===== src/hib_rtc_map.svh =====
// register offsets, field positions, reset values and timing counts
// of the sleep module seconds counter; included by the package users.
`ifndef HIB_RTC_MAP_SVH
`define HIB_RTC_MAP_SVH

// byte offsets on the register bus (one aligned word each)
`define OFS_COUNTER 8'h00
`define OFS_MATCH0 8'h04
`define OFS_MATCH1 8'h08
`define OFS_LOAD 8'h0c
`define OFS_CONTROL 8'h10
`define OFS_RAW_STATUS 8'h14
`define OFS_STATUS_CLEAR 8'h18
`define OFS_TRIM 8'h1c
`define OFS_MEM_BASE 8'h40

// word index width and memory window
`define WIDX_W 6
`define MEM_WORDS 16
`define MEM_IDX_W 4
`define MEM_SEL 2'b01

// control register fields
`define CTL_RTC_EN 0
`define CTL_CLK_EN 1
`define CTL_SLEEP_REQ 2
`define CTL_WAKE_MATCH 3
`define CTL_WAKE_EXT 4
`define CTL_WRITE_COMPLETE 31

// raw status fields
`define RIS_MATCH0 0
`define RIS_MATCH1 1
`define RIS_EXT_WAKE 3
`define RIS_W 4

// timing: the seconds counter steps once per second of the slow clock
`define SLOW_CLK_HZ 32768
`define SECOND_S 1
`define SECOND_TICKS (`SECOND_S * `SLOW_CLK_HZ)
`define TRIM_W 16
`define TRIM_RESET 16'h7fff

// reset values
`define WORD_RESET 32'h00000000
`define RIS_RESET 4'h0

`endif


===== src/hib_rtc_pkg.sv =====
// types shared by the sleep module seconds counter and its bus side.
// assumes the map header supplies the widths.
`include "hib_rtc_map.svh"

package hib_rtc_pkg;

   typedef logic [31:0] word_t;
   typedef logic [`WIDX_W-1:0] word_idx_t;

   // run: core awake; asleep: sleep request output held high
   typedef enum logic [0:0] {
      mode_run = 1'b0,
      mode_asleep = 1'b1
   } mode_t;

endpackage


===== src/pin_sync.sv =====
// two-flop synchroniser with rising edge pulse for pins and slow clocks.
// assumes the input is asynchronous to clk; rise looks at the second
// flop and later only.
`timescale 1ns/1ps

module pin_sync #(
   parameter int WIDTH = 1
) (
   input wire logic clk,
   input wire logic rstn,
   input wire logic [WIDTH-1:0] pin,
   output logic [WIDTH-1:0] level,
   output logic [WIDTH-1:0] rise
);

   typedef struct packed {
      logic [WIDTH-1:0] meta;
      logic [WIDTH-1:0] stable;
      logic [WIDTH-1:0] last;
   } sync_state_t;

   sync_state_t s;
   sync_state_t next_s;

   // shift chain; meta feeds only the stable stage
   always_comb begin
      next_s = s;
      next_s.meta = pin;
      next_s.stable = s.meta;
      next_s.last = s.stable;
   end

   always_ff @(posedge clk or negedge rstn) begin
      if (!rstn) begin
         s <= '0;
      end else begin
         s <= next_s;
      end
   end

   assign level = s.stable;
   assign rise = s.stable & ~s.last;

endmodule


===== src/hibernate_rtc_sync.sv =====
// sleep module seconds counter with wake cause reporting and write
// hand-over into the slow clock timing, reached over avalon-mm.
// assumes slow_clk and ext_wake_n are asynchronous pins; software
// follows the read-back and safe-window discipline for its writes.
`timescale 1ns/1ps
`include "hib_rtc_map.svh"

// Function
// - raw status flags only the real wake source
// - hand writes to slow timing, flag completion
// - write at counter step keeps counter intact
// - counter steps each second, match raises interrupt
// - own slow clock; disable stops it, memory kept
module hibernate_rtc_sync (
   input wire logic clk,
   input wire logic rstn,
   input wire logic [7:0] address,
   input wire logic read,
   input wire logic write,
   input wire hib_rtc_pkg::word_t writedata,
   output hib_rtc_pkg::word_t readdata,
   output logic waitrequest,
   input wire logic slow_clk,
   input wire logic ext_wake_n,
   output logic sleep_request,
   output logic match_irq
);
   import hib_rtc_pkg::*;

   typedef struct packed {
      mode_t mode;
      word_t counter;
      word_t match0;
      word_t match1;
      word_t load;
      logic [`TRIM_W-1:0] trim;
      logic [`TRIM_W-1:0] prescale;
      logic rtc_en;
      logic clk_en;
      logic wake_match;
      logic wake_ext;
      logic [`RIS_W-1:0] raw;
      logic pend;
      word_idx_t pend_idx;
      word_t pend_data;
      logic rd_done;
      word_t rdata;
      logic [`MEM_WORDS-1:0][31:0] mem;
   } hib_state_t;

   localparam hib_state_t STATE_RESET = '{
      mode: mode_run,
      counter: `WORD_RESET,
      match0: `WORD_RESET,
      match1: `WORD_RESET,
      load: `WORD_RESET,
      trim: `TRIM_RESET,
      prescale: '0,
      rtc_en: 1'b0,
      clk_en: 1'b0,
      wake_match: 1'b0,
      wake_ext: 1'b0,
      raw: `RIS_RESET,
      pend: 1'b0,
      pend_idx: '0,
      pend_data: `WORD_RESET,
      rd_done: 1'b0,
      rdata: `WORD_RESET,
      mem: '0
   };

   localparam word_idx_t IDX_COUNTER = word_idx_t'(`OFS_COUNTER >> 2);
   localparam word_idx_t IDX_MATCH0 = word_idx_t'(`OFS_MATCH0 >> 2);
   localparam word_idx_t IDX_MATCH1 = word_idx_t'(`OFS_MATCH1 >> 2);
   localparam word_idx_t IDX_LOAD = word_idx_t'(`OFS_LOAD >> 2);
   localparam word_idx_t IDX_CONTROL = word_idx_t'(`OFS_CONTROL >> 2);
   localparam word_idx_t IDX_RAW = word_idx_t'(`OFS_RAW_STATUS >> 2);
   localparam word_idx_t IDX_CLEAR = word_idx_t'(`OFS_STATUS_CLEAR >> 2);
   localparam word_idx_t IDX_TRIM = word_idx_t'(`OFS_TRIM >> 2);

   hib_state_t s;
   hib_state_t next_s;

   logic slow_rise;
   logic slow_level;
   logic ext_wake_fall;
   logic raw_set_ext_unused;
   logic ext_wake_rise;
   logic ext_wake_seen;
   word_idx_t widx;
   logic is_mem;
   logic affected;
   logic wr_take;
   logic tick;
   logic apply;
   logic second;
   word_t counter_step;
   logic [`RIS_W-1:0] raw_set;
   logic [`RIS_W-1:0] raw_clr;
   word_t read_mux;

   // slow clock is sampled, not used as a clock: the whole block
   // stays on clk, so nothing has to cross between domains
   pin_sync #(
      .WIDTH(2)
   ) u_pins (
      .clk(clk),
      .rstn(rstn),
      .pin({slow_clk, ~ext_wake_n}),
      .level({slow_level, ext_wake_fall}),
      .rise({slow_rise, raw_set_ext_unused})
   );

   // bus decode
   assign widx = address[7:2];
   assign is_mem = (address[7:6] == `MEM_SEL);
   assign affected = is_mem || widx == IDX_COUNTER || widx == IDX_MATCH0 ||
      widx == IDX_MATCH1 || widx == IDX_LOAD || widx == IDX_TRIM;

   // reads take one wait cycle so read data comes from a flop;
   // a second slow-side write stalls until the first has landed
   assign waitrequest = (read && !s.rd_done) || (write && affected && s.pend);
   assign wr_take = write && !waitrequest;

   // slow clock edge only counts while the module clock is enabled
   assign tick = slow_rise && s.clk_en;
   // with the slow clock stopped nothing would ever land the write
   assign apply = s.pend && (tick || !s.clk_en);
   assign second = tick && s.rtc_en && (s.prescale == s.trim);
   assign counter_step = s.counter + 32'h00000001;

   // read multiplexer
   always_comb begin
      read_mux = `WORD_RESET;
      if (is_mem) begin
         read_mux = s.mem[address[`MEM_IDX_W+1:2]];
      end else begin
         unique case (widx)
            IDX_COUNTER: read_mux = s.counter;
            IDX_MATCH0: read_mux = s.match0;
            IDX_MATCH1: read_mux = s.match1;
            IDX_LOAD: read_mux = s.load;
            IDX_TRIM: read_mux = {16'h0000, s.trim};
            IDX_RAW: read_mux = {28'h0000000, s.raw};
            IDX_CONTROL: begin
               read_mux[`CTL_RTC_EN] = s.rtc_en;
               read_mux[`CTL_CLK_EN] = s.clk_en;
               read_mux[`CTL_SLEEP_REQ] = (s.mode == mode_asleep);
               read_mux[`CTL_WAKE_MATCH] = s.wake_match;
               read_mux[`CTL_WAKE_EXT] = s.wake_ext;
               read_mux[`CTL_WRITE_COMPLETE] = !s.pend;
            end
            default: read_mux = `WORD_RESET;
         endcase
      end
   end

   // status events: each flag is raised only by its own source
   always_comb begin
      raw_set = '0;
      raw_clr = '0;
      if (second && counter_step == s.match0) begin
         raw_set[`RIS_MATCH0] = 1'b1;
      end
      if (second && counter_step == s.match1) begin
         raw_set[`RIS_MATCH1] = 1'b1;
      end
      // the external flag sets on an external wake and nothing else
      if (s.mode == mode_asleep && s.wake_ext && ext_wake_rise) begin
         raw_set[`RIS_EXT_WAKE] = 1'b1;
      end
      if (wr_take && widx == IDX_CLEAR) begin
         raw_clr = writedata[`RIS_W-1:0];
      end
   end

   // external wake pin is active low; sample its asserted level edge
   assign ext_wake_rise = ext_wake_fall && !ext_wake_seen;

   always_ff @(posedge clk or negedge rstn) begin
      if (!rstn) begin
         ext_wake_seen <= 1'b0;
      end else begin
         ext_wake_seen <= ext_wake_fall;
      end
   end

   // next state
   always_comb begin
      next_s = s;

      // read answer, captured once per request and kept in rdata until the next read
      if (read && !s.rd_done) begin
         next_s.rd_done = 1'b1;
         next_s.rdata = read_mux;
      end else begin
         next_s.rd_done = 1'b0;
      end

      // prescaler runs off the enabled slow clock
      if (tick && s.rtc_en) begin
         next_s.prescale = second ? '0 : s.prescale + 16'h0001;
      end
      if (second) begin
         next_s.counter = counter_step;
      end

      // landing a held write at the slow edge; a counter or load
      // write replaces the stepped value whole, any other write
      // leaves the step untouched
      if (apply) begin
         next_s.pend = 1'b0;
         if (s.pend_idx[`WIDX_W-1:`WIDX_W-2] == `MEM_SEL) begin
            next_s.mem[s.pend_idx[`MEM_IDX_W-1:0]] = s.pend_data;
         end else begin
            unique case (s.pend_idx)
               IDX_COUNTER: next_s.counter = s.pend_data;
               IDX_LOAD: begin
                  next_s.load = s.pend_data;
                  next_s.counter = s.pend_data;
                  next_s.prescale = '0;
               end
               IDX_MATCH0: next_s.match0 = s.pend_data;
               IDX_MATCH1: next_s.match1 = s.pend_data;
               IDX_TRIM: next_s.trim = s.pend_data[`TRIM_W-1:0];
               default: next_s.pend = 1'b0;
            endcase
         end
      end

      // bus writes: slow-side registers are held, the rest land now
      if (wr_take) begin
         if (affected) begin
            next_s.pend = 1'b1;
            next_s.pend_idx = widx;
            next_s.pend_data = writedata;
         end else if (widx == IDX_CONTROL) begin
            next_s.rtc_en = writedata[`CTL_RTC_EN];
            next_s.clk_en = writedata[`CTL_CLK_EN];
            next_s.wake_match = writedata[`CTL_WAKE_MATCH];
            next_s.wake_ext = writedata[`CTL_WAKE_EXT];
            if (writedata[`CTL_SLEEP_REQ]) begin
               next_s.mode = mode_asleep;
            end
         end
      end

      // a new event wins over a clear in the same cycle
      next_s.raw = (s.raw & ~raw_clr) | raw_set;

      // wake from sleep on an enabled source
      if (s.mode == mode_asleep) begin
         if (raw_set[`RIS_EXT_WAKE] ||
             (s.wake_match && (raw_set[`RIS_MATCH0] || raw_set[`RIS_MATCH1]))) begin
            next_s.mode = mode_run;
         end
      end
   end

   // single state register; memory is cleared only by rstn
   always_ff @(posedge clk or negedge rstn) begin
      if (!rstn) begin
         s <= STATE_RESET;
      end else begin
         s <= next_s;
      end
   end

   // outputs
   assign readdata = s.rdata;
   assign sleep_request = (s.mode == mode_asleep);
   // match interrupt stays up until software clears the match flags
   assign match_irq = s.raw[`RIS_MATCH0] | s.raw[`RIS_MATCH1];

endmodule


===== config.mk =====
export PLATFORM = sky130hd
export DESIGN_NAME = hibernate_rtc_sync
export DESIGN_NICKNAME = d
export VERILOG_FILES = /design/src/hib_rtc_pkg.sv /design/src/pin_sync.sv /design/src/hibernate_rtc_sync.sv
export VERILOG_INCLUDE_DIRS = /design/src /design/src/src
export SDC_FILE = /design/constraint.sdc
export NUM_CORES = 1
export LEC_CHECK = 0
export BUFFER_PORTS_ARGS = -buffer_cell sky130_fd_sc_hd__buf_2
export CORE_UTILIZATION = 29
export CTS_CLUSTER_DIAMETER = 80
export DETAILED_ROUTE_END_ITERATION = 10
export PLACE_DENSITY = 0.39
export SETUP_SLACK_MARGIN = 0.2
export SLEW_MARGIN = 20
export SYNTH_ARGS = -nofsm -noshare
export SYNTH_HDL_FRONTEND = slang
export SYNTH_SLANG_ARGS = --single-unit

===== constraint.sdc =====
create_clock -name clk -period 4 [get_ports clk]
set_clock_uncertainty 0.1 [all_clocks]
set_input_delay 0.8 -clock clk [delete_from_list [all_inputs] [get_ports clk]]
set_output_delay 0.8 -clock clk [all_outputs]
set_load 0.03 [all_outputs]

; ---- Yosys cells after proc, flatten, opt, wreduce, memory -nomap -nowiden
; Index checks and enable logic that the tools add are counted.
[classes]
add_sub_neg = 2
multipliers = 0
div_mod_pow = 0
order_cmp = 3
n_eq_ne = 16
shifts = 0
mux = 34
bitwise = 9
reduce_logical = 40
[ops]
columns = cell, count
row1 = $bwmux W512, 1
row2 = $mux W160, 2
row3 = $mux W32, 8
row4 = $pmux W26 S5, 1
row5 = $bmux W32 S4, 1
row6 = $demux W32 S4, 1
row7 = $mux W39, 2
row8 = $eq A32 B32 Y1, 2
row9 = $mux W16, 4
row10 = $pmux W5 S7, 1
row11 = $add A32 B1 Y32 const B, 1
row12 = $eq A6 B3 Y1 const B, 5
row13 = $eq A6 B2 Y1 const B, 4
row14 = $add A16 B1 Y16 const B, 1
row15 = $eq A16 B16 Y1, 1
row16 = $logic_and A1 B1 Y1, 16
row17 = $reduce_and A3 Y1, 5
row18 = $eq A6 B1 Y1 const B, 2
row19 = $logic_not A6 Y1, 2
row20 = $mux W1, 11
row21 = $lt A4 B5 Y1 const B, 2
row22 = $logic_or A1 B1 Y1, 9
row23 = $logic_not A1 Y1, 5
row24 = $pmux W1 S5, 1
row25 = other kinds (12), 16
[word_totals]
ff_bits = 760
latchBits = 0
ramBits = 0
rom_bits = 0
out_inout_bits = 35
word_cells = 141
mem_count = 0

; ---- Depth between registers and ports, before layout
; Gate-level depths: netlist of the first run.
[depth]
ltp_word = 16
mapped_depth = 11
depth_no_buf = 9

; ---- Cells and area by module
; Synthesis of the first run repeated with hierarchy kept, for this count alone.
[unflattened]
hier_cells = 2674
area_unflattened_um2 = 36731.5
[by_module_without_submodules]
columns = module, instances, cells_each, area_each_um2, seq_area_each_um2
row1 = hibernate_rtc_sync, 1, 2664, 36538.8, 18886.9
row2 = pin_sync, 1, 10, 192.7, 150.1

; ---- Worst setup path after synthesis of the first run
; Ideal clock, no wire load.
[synth_timing]
path_kind = input-to-reg
from = input port address[2]
to = register s, in the netlist readdata[28]
arrival_ps = 2894
setup_slack_ps = 880
path_stages = 6
path_buffers = 2
path_cell_list = clkbuf_1 buf_1 mux4_2 mux4_2 a221oi_1 nor2_1
[synth_between]
elab_chain_cells = 3
word_cells_on_any_way = 9
[synth_lines]
columns = item, line_no
row1 = from (decl), hibernate_rtc_sync.sv:17  ; input wire logic [7:0] address,
row2 = $bmux W32 S4 (tied with other cells), hibernate_rtc_sync.sv:136  ; read_mux = s.mem[address[`MEM_IDX_W+1:2]];
row3 = $mux W32 / $pmux W26 S5 (equally long branches), "hibernate_rtc_sync.sv:136, hibernate_rtc_sync.sv:138"
row4 = $mux W32 (*), hibernate_rtc_sync.sv:135  ; if (is_mem) begin
row5 = to (signal assigned), hibernate_rtc_sync.sv:265  ; s <= next_s;
row6 = to (decl), hibernate_rtc_sync.sv:81  ; hib_state_t s;
; Every way passes the cells marked *; elsewhere a longest branch is shown, timed or not. The select of a mux whose other input is x is not followed.
; A chain may end at the register's enable or synchronous reset.

==> qor.yml, run 1 <==
timing:
  max_freq_ghz: 0.2861
  worst_slew_pin_slew_ps: 1112
  maxSlewHeadroom: 0.2558
  setup_tns_ps: 0
  rsz0062_at_grt: "false"
  slew_viol_final: 0
  hold_viol: 0
  setup-violations-final: 0
  min_period_over_period: 0.8739
  worst_slack_ps: 504.3
  finalCriticalPeriod_ps: 3496
placement:
  pre_cts_ws_ps: 524.0
  gp_congestion: 0.8517
  io_buffers: 78
  placed_cell_area_sq_mm: 0.03909
  dp.cells: 4227
  place_hpwl_mm: 74.60
logic_synthesis:
  synth_top_area_cell: "dfrtp_1"
  synth_ff_type: "dfrtp_1"
  syn_avg_cell_area_sq_um: 13.75
  synthDistinctLibCells: 83
  synthesis.nets: 2720
  ys_ff_latch: 759
  syn_inst: 2672
  yosysTopAreaCellShare: 0.5067
  yosys-top-cells-area: "dfrtp_1 (51%), mux2_2 (20%), mux4_2 (11%), xnor2_1 (1.7%), xor2_1 (1.5%)"
  ys_seq_area_frac: 0.5175
  async_flop_share: 1.000
  syn_area_sq_mm: 0.03674
  synth_edf_count: 0
  synth_warnings: 0
final_layout:
  area_growth_pct: 14.94
  nets: 2722
  final_cell_mix: "dfrtp_1 (744), mux2_2 (665), mux4_2 (175)"
  final_common_cell: "dfrtp_1"
  postLayoutCellArea_sq_mm: 0.04223
  fillers: 12272
  regArea_sq_mm: 0.01901
  multi_input_area_sq_mm: 0.01654
  drive_above_1_share: 0.4439
  fin_cells: 4404
setup_path:
  path_buf_inv: 1
  slowest_stage: "or4_4"
  cp_max_fo: 9
  crit_chain: "ha_1, nand3_2, nor4_2, and3_1, o2111a_1, nand4_1, or4_4, nor3_1, buf_4, a21o_1"
  r2r_setup_slack_ps: 500
  reg2reg_to: "s[585]$_DFF_PN0_"
  start_kind: "flop"
  r2r-start: "s[721]$_DFF_PN0_"
  cp_num_cells: 10
  cpPeakStageDelay_ps: 510
  cp-end-kind: "flop"
  cp.required_ps: 4520
  critPathKind: "reg -> reg"
  cp_top_family: "simple AND/OR/NAND/NOR gates"
  r2r_cells: 10
  crit_arrival_ps: 4010
  startpoint: "s[721]$_DFF_PN0_"
global_routing:
  grt-ovfl-total: 0
  grt_pass1_wl_mm: 171.9
  antenna_found_initial: 2
  grt_usage: 0.1837
  grt_pass1_vias: 24336
  grt_max_degree: 125
floorplanning:
  num_rows: 130
  core_region_area_sq_mm: 0.1256
  fp.dieH_um: 357.9
  dieWidth_um: 357.9
  dieArea_sq_mm: 0.1281
  io_pins: 81
  initial_utilization: 0.2926
route:
  drc_errors: 0
  wire_per_inst_um: 26.31
  drtAntennaViolNets: 0
  finalWirelength_mm: 115.9
  viasPerCell: 5.139
  drt_iter0_drc: 1185
  dr.pass1.iters: 5
  via_count: 22632
clocking:
  cts_resized: 0
  ctsHtreeMaxLevel: 3
  cts.sinks: 759
  clk_pin_slew_worst_paths_ps: 60
  cts_tree: "built"
  clock_path_buffers: 3
  cts_root_buffer: "clkbuf_16"
  cts_buffers: 94
  hold_buffers: 1
  clkLatencyLatePin_ps: 680
  cts_setup_buffers: 0
min_path:
  min_to: "u_pins.next_s[3]$_DFF_PN0_"
  hp-start: "slow_clk"
  hold_path_depth: 1
  min_path_type: "in -> reg"
outcome:
  run_status: "finished clean"
power:
  max-vdd-ir-drop_uv: 297.8
  pwr_density_cell_mw_per_mm2: 587.1
  power.total_mw: 24.79
  leakage_nw: 19.28
job:
  drv_cap: 0
-- cell families after synthesis --
| group | Yosys count | synth area share |
|---|---|---|
| muxes | 858 | 0.3162 |
| buffers and inverters | 286 | 0.03457 |
| adders and majority gates | 2 | 0.0006810 |
| xor gates and xnor gates | 138 | 0.03402 |
| DFF | 759 | 0.5175 |
| AOI/OAI and AO/OA | 197 | 0.03528 |
| and+or+nand+nor | 432 | 0.06177 |
-- worst reg2reg max path, delay by kind of cell (launching register included) --
family	cells	cell delay, ps
simple gates	6	2000
flops	1	490
fa+ha+maj	1	370
compound gates	2	320
buf+inv	1	170
-- flip-flops by register name, indices dropped and copies added (netlist names) --
name,cells
readdata,32
u_pins.s,2
s,720
sleep_request,1
u_pins.level,2
u_pins.next_s,2
-- final cells by class --
type                       instances  area share
clock buffer                     152     0.06708
multi-input combinational       1627      0.3917
clock inverter                    23    0.006992
tap                             1650     0.04889
timing repair buffer             176     0.03369
sequential                       759      0.4502
antenna                            1  0.00005926
inverter                          16    0.001422
-- synth_stat cells, types with 14 or more instances --
master / number
a21oi_1: 67
a221oi_1: 21
a22oi_1: 22
and3_1: 16
buf_1: 71
buf_2: 18
buf_4: 42
clkbuf_1: 136
dfrtp_1: 744
dfstp_2: 15
inv_1: 16
mux2_2: 665
mux4_2: 175
nand2_1: 108
nand2b_1: 14
nand3_1: 28
nand4_1: 25
nor2_1: 125
nor3_1: 22
nor4_1: 18
o21ai_0: 39
xnor2_1: 70
xor2_1: 65
-- how the worst max path moves through the flow --
| stage | to |
|---|---|
| floorplan | readdata[28]$_DFFE_PN0P_ |
| finish | s[585]$_DFF_PN0_ |
| global placement | readdata[31]$_DFFE_PN0P_ |
| global route | s[585]$_DFF_PN0_ |
| CTS | s[585]$_DFF_PN0_ |
| detailed placement | readdata[31]$_DFFE_PN0P_ |
-- per-layer routing --
layer  global-route usage  part of all wire
met5                    0                 0
met1               0.2516              0.46
met2               0.2985              0.48
met3              0.02519             0.036
met4              0.06128             0.029
-- stage by stage --
stage / utilization / hold slack (ps)
2_1_floorplan: - / 231.2
3_3_place_gp: 0.3113 / 243.9
3_5_place_dp: 0.3113 / 237.1
4_1_cts: 0.3363 / 87.67
5_1_grt: 0.3363 / 113.9
6_report: 0.3363 / 132.5
-- power breakdown --
group	internal, mW	leakage (nW)	switching [mW]
sequential	9.29	10.2	1.95
combinational	2.73	7.55	2.21
clock	5.22	1.54	3.39
total	17.2	19.3	7.55
Note: power is estimated with default switching activity, not from simulation.
==> run 2: changes to the inputs <==
- clock period: 4 -> 3.4 ns (I/O delays scaled with it)
==> run 2 against run 1 <==
  * Utilization is 0.52 points higher
  * Via count rose by 0.44%
  * Sequential share of layout area down 0.68 points
  * Critical path depth did not move
  * Worst setup slack worse by 180 ps
  * Register-to-register slack worse by 180 ps
  * Non-clock buffer count is 65 higher
  * Count of clock-buffer cells in the layout down 12
  * Routed wire length is 0.45% higher
  * Highest routed layer unchanged
==> qor.yml, run 2 (synthesized netlist as in run 1, its figures left out) <==
floorplanning:
  fp.dieH_um: 357.9  # unchanged
  io_pins: 81  # unchanged
  initial_utilization: 0.2926  # unchanged
  dieWidth_um: 357.9  # unchanged
  num_rows: 130  # unchanged
  core_region_area_sq_mm: 0.1256  # unchanged
  dieArea_sq_mm: 0.1281  # unchanged
timing:
  setup_tns_ps: 0  # unchanged
  finalCriticalPeriod_ps: 3078  # -418.1 ps
  worst_slack_ps: 322.4  # -181.9 ps
  max_freq_ghz: 0.3249  # +14%
  worst_slew_pin_slew_ps: 971.0  # -141.4 ps
  setup-violations-final: 0  # unchanged
  slew_viol_final: 0  # unchanged
  rsz0062_at_grt: "false"
  maxSlewHeadroom: 0.3527  # +0.09686
  min_period_over_period: 0.9052  # +0.03124
  hold_viol: 0  # unchanged
route:
  drt_iter0_drc: 1182  # -0.25%
  wire_per_inst_um: 26.05  # -0.99%
  drtAntennaViolNets: 0  # unchanged
  dr.pass1.iters: 5  # unchanged
  viasPerCell: 5.088  # -1.0%
  drc_errors: 0  # unchanged
  via_count: 22732  # +0.44%
  finalWirelength_mm: 116.4  # +0.45%
placement:
  io_buffers: 78  # unchanged
  placed_cell_area_sq_mm: 0.03958  # +1.3%
  dp.cells: 4291  # +1.5%
  pre_cts_ws_ps: 10.74  # -513.2 ps
  place_hpwl_mm: 78.50  # +5.2%
  gp_congestion: 0.8936  # +4.9%
power:
  max-vdd-ir-drop_uv: 373.7  # +25%
  pwr_density_cell_mw_per_mm2: 689.3  # +17%
  leakage_nw: 19.68  # +2.1%
  power.total_mw: 29.56  # +19%
job:
  drv_cap: 0  # unchanged
setup_path:
  slowest_stage: "or4_4"
  cp_num_cells: 10  # unchanged
  path_common_cell: "buf_4"
  cp.required_ps: 3920  # -600 ps
  cp-end-kind: "flop"
  start_kind: "flop"
  r2r-start: "s[720]$_DFF_PN0_"
  cpPeakStageDelay_ps: 580  # +70 ps
  endpoint: "s[585]$_DFF_PN0_"
  startpoint: "s[720]$_DFF_PN0_"
  path_buf_inv: 2  # +1
  crit_arrival_ps: 3600  # -410 ps
  cp_top_family: "simple AND/OR/NAND/NOR gates"
  r2r_setup_slack_ps: 320  # -180 ps
  cp_max_fo: 9  # unchanged
  critPathKind: "reg -> reg"
  r2r_cells: 10  # unchanged
  crit_chain: "buf_4, and4_2, nand3_4, o21a_4, a2111oi_4, o2111ai_1, or4_4, nor3_1, buf_4, a21o_1"
  reg2reg_to: "s[585]$_DFF_PN0_"
global_routing:
  grt_usage: 0.1853  # +0.001620
  grt_max_degree: 110  # -12%
  grt_pass1_wl_mm: 174.3  # +1.4%
  grt_pass1_vias: 24573  # +0.97%
  antenna_found_initial: 4  # +2
  grt-ovfl-total: 0  # unchanged
clocking:
  clkLatencyLatePin_ps: 680  # about the same
  cts_buffers: 94  # unchanged
  cts.sinks: 759  # unchanged
  cts_setup_buffers: 0  # unchanged
  clock_path_buffers: 3  # unchanged
  cts_tree: "built"
  ctsHtreeMaxLevel: 3  # unchanged
  cts_root_buffer: "clkbuf_16"
  clk_pin_slew_worst_paths_ps: 60  # about the same
final_layout:
  final_common_cell: "dfrtp_1"
  postLayoutCellArea_sq_mm: 0.04288  # +1.5%
  drive_above_1_share: 0.4641  # +0.02025
  nets: 2787  # +2.4%
  fillers: 12266  # -0.049%
  area_growth_pct: 16.70
  largest_register_ffs: 720  # unchanged
  regMostFlops: "s"
  fin_cells: 4468  # +1.5%
  final_cell_mix: "dfrtp_1 (743), mux2_2 (665), mux4_2 (175)"
outcome:
  run_status: "finished clean"
min_path:
  min_path_type: "in -> reg"
-- run 2: cell type report --
class,count,area [sq um],share of cell area
multi-input cells,1627,16600,0.3872
well taps,1650,2064,0.04815
inverters,16,60.06,0.001401
clock inverters,33,422.9,0.009863
repair buffers,241,1926,0.04491
clock buffers,140,2786,0.06498
flip-flops and latches,759,19010,0.4434
diodes,2,5.005,0.0001167
-- run 2: worst register-to-register path: stages, from the launching register on --
cell	delay (ps)
dfrtp_1	360
buf_4	200
and4_2	380
nand3_4	180
o21a_4	260
a2111oi_4	310
o2111ai_1	170
or4_4	580
nor3_1	230
buf_4	180
a21o_1	80
-- run 2: power by group --
group | switching (mW) | total (mW) | internal (mW)
Sequential | 2.10 | 13.0 | 10.9
Combinational | 2.85 | 6.22 | 3.37
Clock | 4.09 | 10.3 | 6.22
-- run 2: per-layer routing --
layer | global-route usage | up-vias | wire length, um
met3 | 0.02397 | 122 | 4018
met5 | 0 | - | 0
met2 | 0.3031 | 373 | 55880
met1 | 0.2577 | 12338 | 54100
met4 | 0.04987 | 0 | 2397
li1 | - | 9899 | -
-- run 2: what timing repair did --
action | 4_1_cts | 5_1_grt
hold endpoints to repair | 23 | 0
gates resized for setup | 5 | 9
setup endpoints to repair | 3 | 3
gates cloned | 0 | 0
hold buffers | 2 | 0
pin swaps | 0 | 2
-- run 2: worst min path at each step --
stage	slack, ps	end	cells past startpoint	start
6_report	110	u_pins.next_s[2]$_DFF_PN0_	2	ext_wake_n
5_1_grt	90	s[554]$_DFFE_PN0P_	2	writedata[9]
4_1_cts	60	s[554]$_DFFE_PN0P_	2	writedata[9]
3_5_place_dp	240	u_pins.level[1]$_DFF_PN0_	0	u_pins.next_s[3]$_DFF_PN0_
3_3_place_gp	240	u_pins.level[0]$_DFF_PN0_	0	u_pins.next_s[2]$_DFF_PN0_
2_1_floorplan	230	u_pins.level[0]$_DFF_PN0_	0	u_pins.next_s[2]$_DFF_PN0_
-- run 2: per-stage QoR --
step,hold WS [ps],util
after floorplan,231.2,-
after global placement,238.9,0.3152
after detailed placement,242.6,0.3152
after CTS,60.74,0.3411
after global routing,94.48,0.3414
final,108.2,0.3415
==> run 3: changes to the inputs <==
- CELL_PAD_IN_SITES_DETAIL_PLACEMENT: not set -> 0
- CELL_PAD_IN_SITES_GLOBAL_PLACEMENT: not set -> 1
- PLACE_DENSITY: 0.39 -> 0.45
- SYNTH_HIERARCHICAL: not set -> 1
==> run 3 against run 2 <==
  * Total power is 1.5% lower
  * Global-route usage is 0.17 points lower
  * Worst hold slack worse by 39 ps
  * Utilization is 0.23 points higher
==> qor.yml, run 3 <==
timing:
  slew_viol_final: 0  # unchanged
  hold_viol: 0  # unchanged
  min_period_over_period: 0.9429  # +0.03771
  maxSlewHeadroom: 0.3324  # -0.02026
  worst_slew_pin_slew_ps: 976.1  # +5.156 ps
  max_freq_ghz: 0.3119  # -4.0%
  finalCriticalPeriod_ps: 3206  # +128.2 ps
  setup-violations-final: 0  # unchanged
  rsz0062_at_grt: "true"
route:
  via_count: 22678  # -0.24%
  drc_errors: 0  # unchanged
  wire_per_inst_um: 25.73  # -1.2%
  drtAntennaViolNets: 0  # unchanged
  finalWirelength_mm: 115.3  # -0.91%
  drt_iter0_drc: 1255  # +6.2%
  viasPerCell: 5.060  # -0.55%
  dr.pass1.iters: 5  # unchanged
global_routing:
  antenna_found_initial: 2  # -2
  grt_pass1_wl_mm: 172.5  # -1.0%
  grt_usage: 0.1836  # -0.001704
  grt_max_degree: 94  # -15%
  grt_pass1_vias: 24553  # -0.081%
  grt-ovfl-total: 0  # unchanged
floorplanning:
  dieArea_sq_mm: 0.1279  # -0.15%
  initial_utilization: 0.2921  # -0.0004484
  dieWidth_um: 357.7  # about the same
  fp.dieH_um: 357.7  # about the same
  io_pins: 81  # unchanged
  num_rows: 130  # unchanged
  core_region_area_sq_mm: 0.1256  # unchanged
logic_synthesis:
  synth_warnings: 6  # +6
  synthesis.nets: 2719  # -0.037%
  syn_avg_cell_area_sq_um: 13.73  # -0.12%
  syn_inst: 2671  # -0.037%
  syn_area_sq_mm: 0.03669  # -0.15%
placement:
  gp_congestion: 0.8573  # -4.1%
  place_hpwl_mm: 75.51  # -3.8%
  io_buffers: 78  # unchanged
  dp.cells: 4301  # +0.23%
  placed_cell_area_sq_mm: 0.03981  # +0.58%
setup_path:
  r2r_cells: 11  # +1
  r2r-start: "s[723]$_DFF_PN0_"
  critPathKind: "reg -> reg"
  reg2reg_to: "s[585]$_DFF_PN0_"
  crit_arrival_ps: 3710  # +110 ps
  cp-end-kind: "flop"
  start_kind: "flop"
  r2r_setup_slack_ps: 190  # -130 ps
  cp.required_ps: 3910  # about the same
  cp_max_fo: 6  # -3
power:
  power.total_mw: 29.10  # -1.5%
  max-vdd-ir-drop_uv: 344.7  # -7.7%
  leakage_nw: 19.55  # -0.71%
  pwr_density_cell_mw_per_mm2: 674.2  # -2.2%
final_layout:
  regArea_sq_mm: 0.01902  # about the same
  nets: 2804  # +0.61%
  final_common_cell: "dfrtp_1"
  largest_register_ffs: 720  # unchanged
  final_cell_mix: "dfrtp_1 (740), mux2_2 (671), mux4_2 (177)"
  postLayoutCellArea_sq_mm: 0.04317  # +0.68%
  fillers: 12211  # -0.45%
  drive_above_1_share: 0.4772  # +0.01308
  multi_input_area_sq_mm: 0.01664  # +0.26%
  fin_cells: 4482  # +0.31%
  regMostFlops: "s"
  area_growth_pct: 17.67
min_path:
  hp-start: "ext_wake_n"
  min_to: "u_pins/next_s[2]$_DFF_PN0_"
  hold_path_depth: 2  # unchanged
  min_path_type: "in -> reg"
job:
  drv_cap: 0  # unchanged
clocking:
  cts_buffers: 93  # -1.1%
  clk_pin_slew_worst_paths_ps: 60  # about the same
  cts_tree: "built"
  clkLatencyLatePin_ps: 680  # about the same
  ctsHtreeMaxLevel: 3  # unchanged
  clock_path_buffers: 3  # unchanged
  cts_root_buffer: "clkbuf_16"
  cts.sinks: 759  # unchanged
outcome:
  run_status: "finished clean"
[run 3: timing repair]
item                                   CTS  global route
pin swaps                                7             5
setup endpoints to repair                3             3
endpoints found under the hold margin   40             0
hold buffers                             2             0
setup buffers                            5             3
gates resized for setup                 22             5
gates cloned                             0             0
[run 3: power breakdown]
part	switching [mW]	total, mW	internal (mW)
logic	2.87	6.29	3.42
registers	1.92	12.7	10.8
clock network	3.98	10.1	6.16
total	8.76	29.1	20.3
[run 3: area by class of cell]
| type | count | area share |
|---|---|---|
| clock inverter | 32 | 0.007913 |
| inverter | 18 | 0.001565 |
| timing repair buffer | 270 | 0.05148 |
| antenna | 1 | 0.00005797 |
| clock buffer | 138 | 0.06510 |
| sequential | 759 | 0.4405 |
| multi-input combinational | 1614 | 0.3855 |
| tap | 1650 | 0.04782 |
[run 3: worst max-delay path by stage]
stage / start / endpoint / slack (ps) / cells after the start
floorplan: s[725]$_DFF_PN0_ / sleep_request$_DFF_PN0_ / 230 / 10
global placement: s[721]$_DFF_PN0_ / s[585]$_DFF_PN0_ / -230 / 11
detailed placement: s[720]$_DFF_PN0_ / s[585]$_DFF_PN0_ / -210 / 10
CTS: s[721]$_DFF_PN0_ / sleep_request$_DFF_PN0_ / 170 / 9
global route: s[725]$_DFF_PN0_ / sleep_request$_DFF_PN0_ / 80 / 10
finish: s[723]$_DFF_PN0_ / s[585]$_DFF_PN0_ / 190 / 11
[run 3: worst max-delay path: stages, from the launching register on]
cell and delay, ps:
dfrtp_1 410, nand4_4 170, buf_4 180, or4_4 600
nor4_2 270, buf_4 170, xnor2_1 120, xnor2_1 100
or4b_4 540, nor3_4 250, buf_4 150, a21o_1 70
[run 3: per-stage QoR]
stage          utilization  setup TNS, ps  worst slack (ps)  hold WS [ps]
2_1_floorplan            -              0             228.4         231.2
3_3_place_gp        0.3170         -393.7            -232.0         244.5
3_5_place_dp        0.3170         -412.5            -211.1         250.9
4_1_cts             0.3434              0             166.8         4.974
5_1_grt             0.3438              0             81.18         34.65
6_report            0.3438              0             194.2         68.72
[run 3: layer usage]
layer,vias to the layer above,wire [um],GRT usage
met3,147,3357,0.02316
met2,366,54900,0.2991
met1,12253,54440,0.2557
li1,9910,-,-
met4,2,2647,0.05277
met5,-,7,0
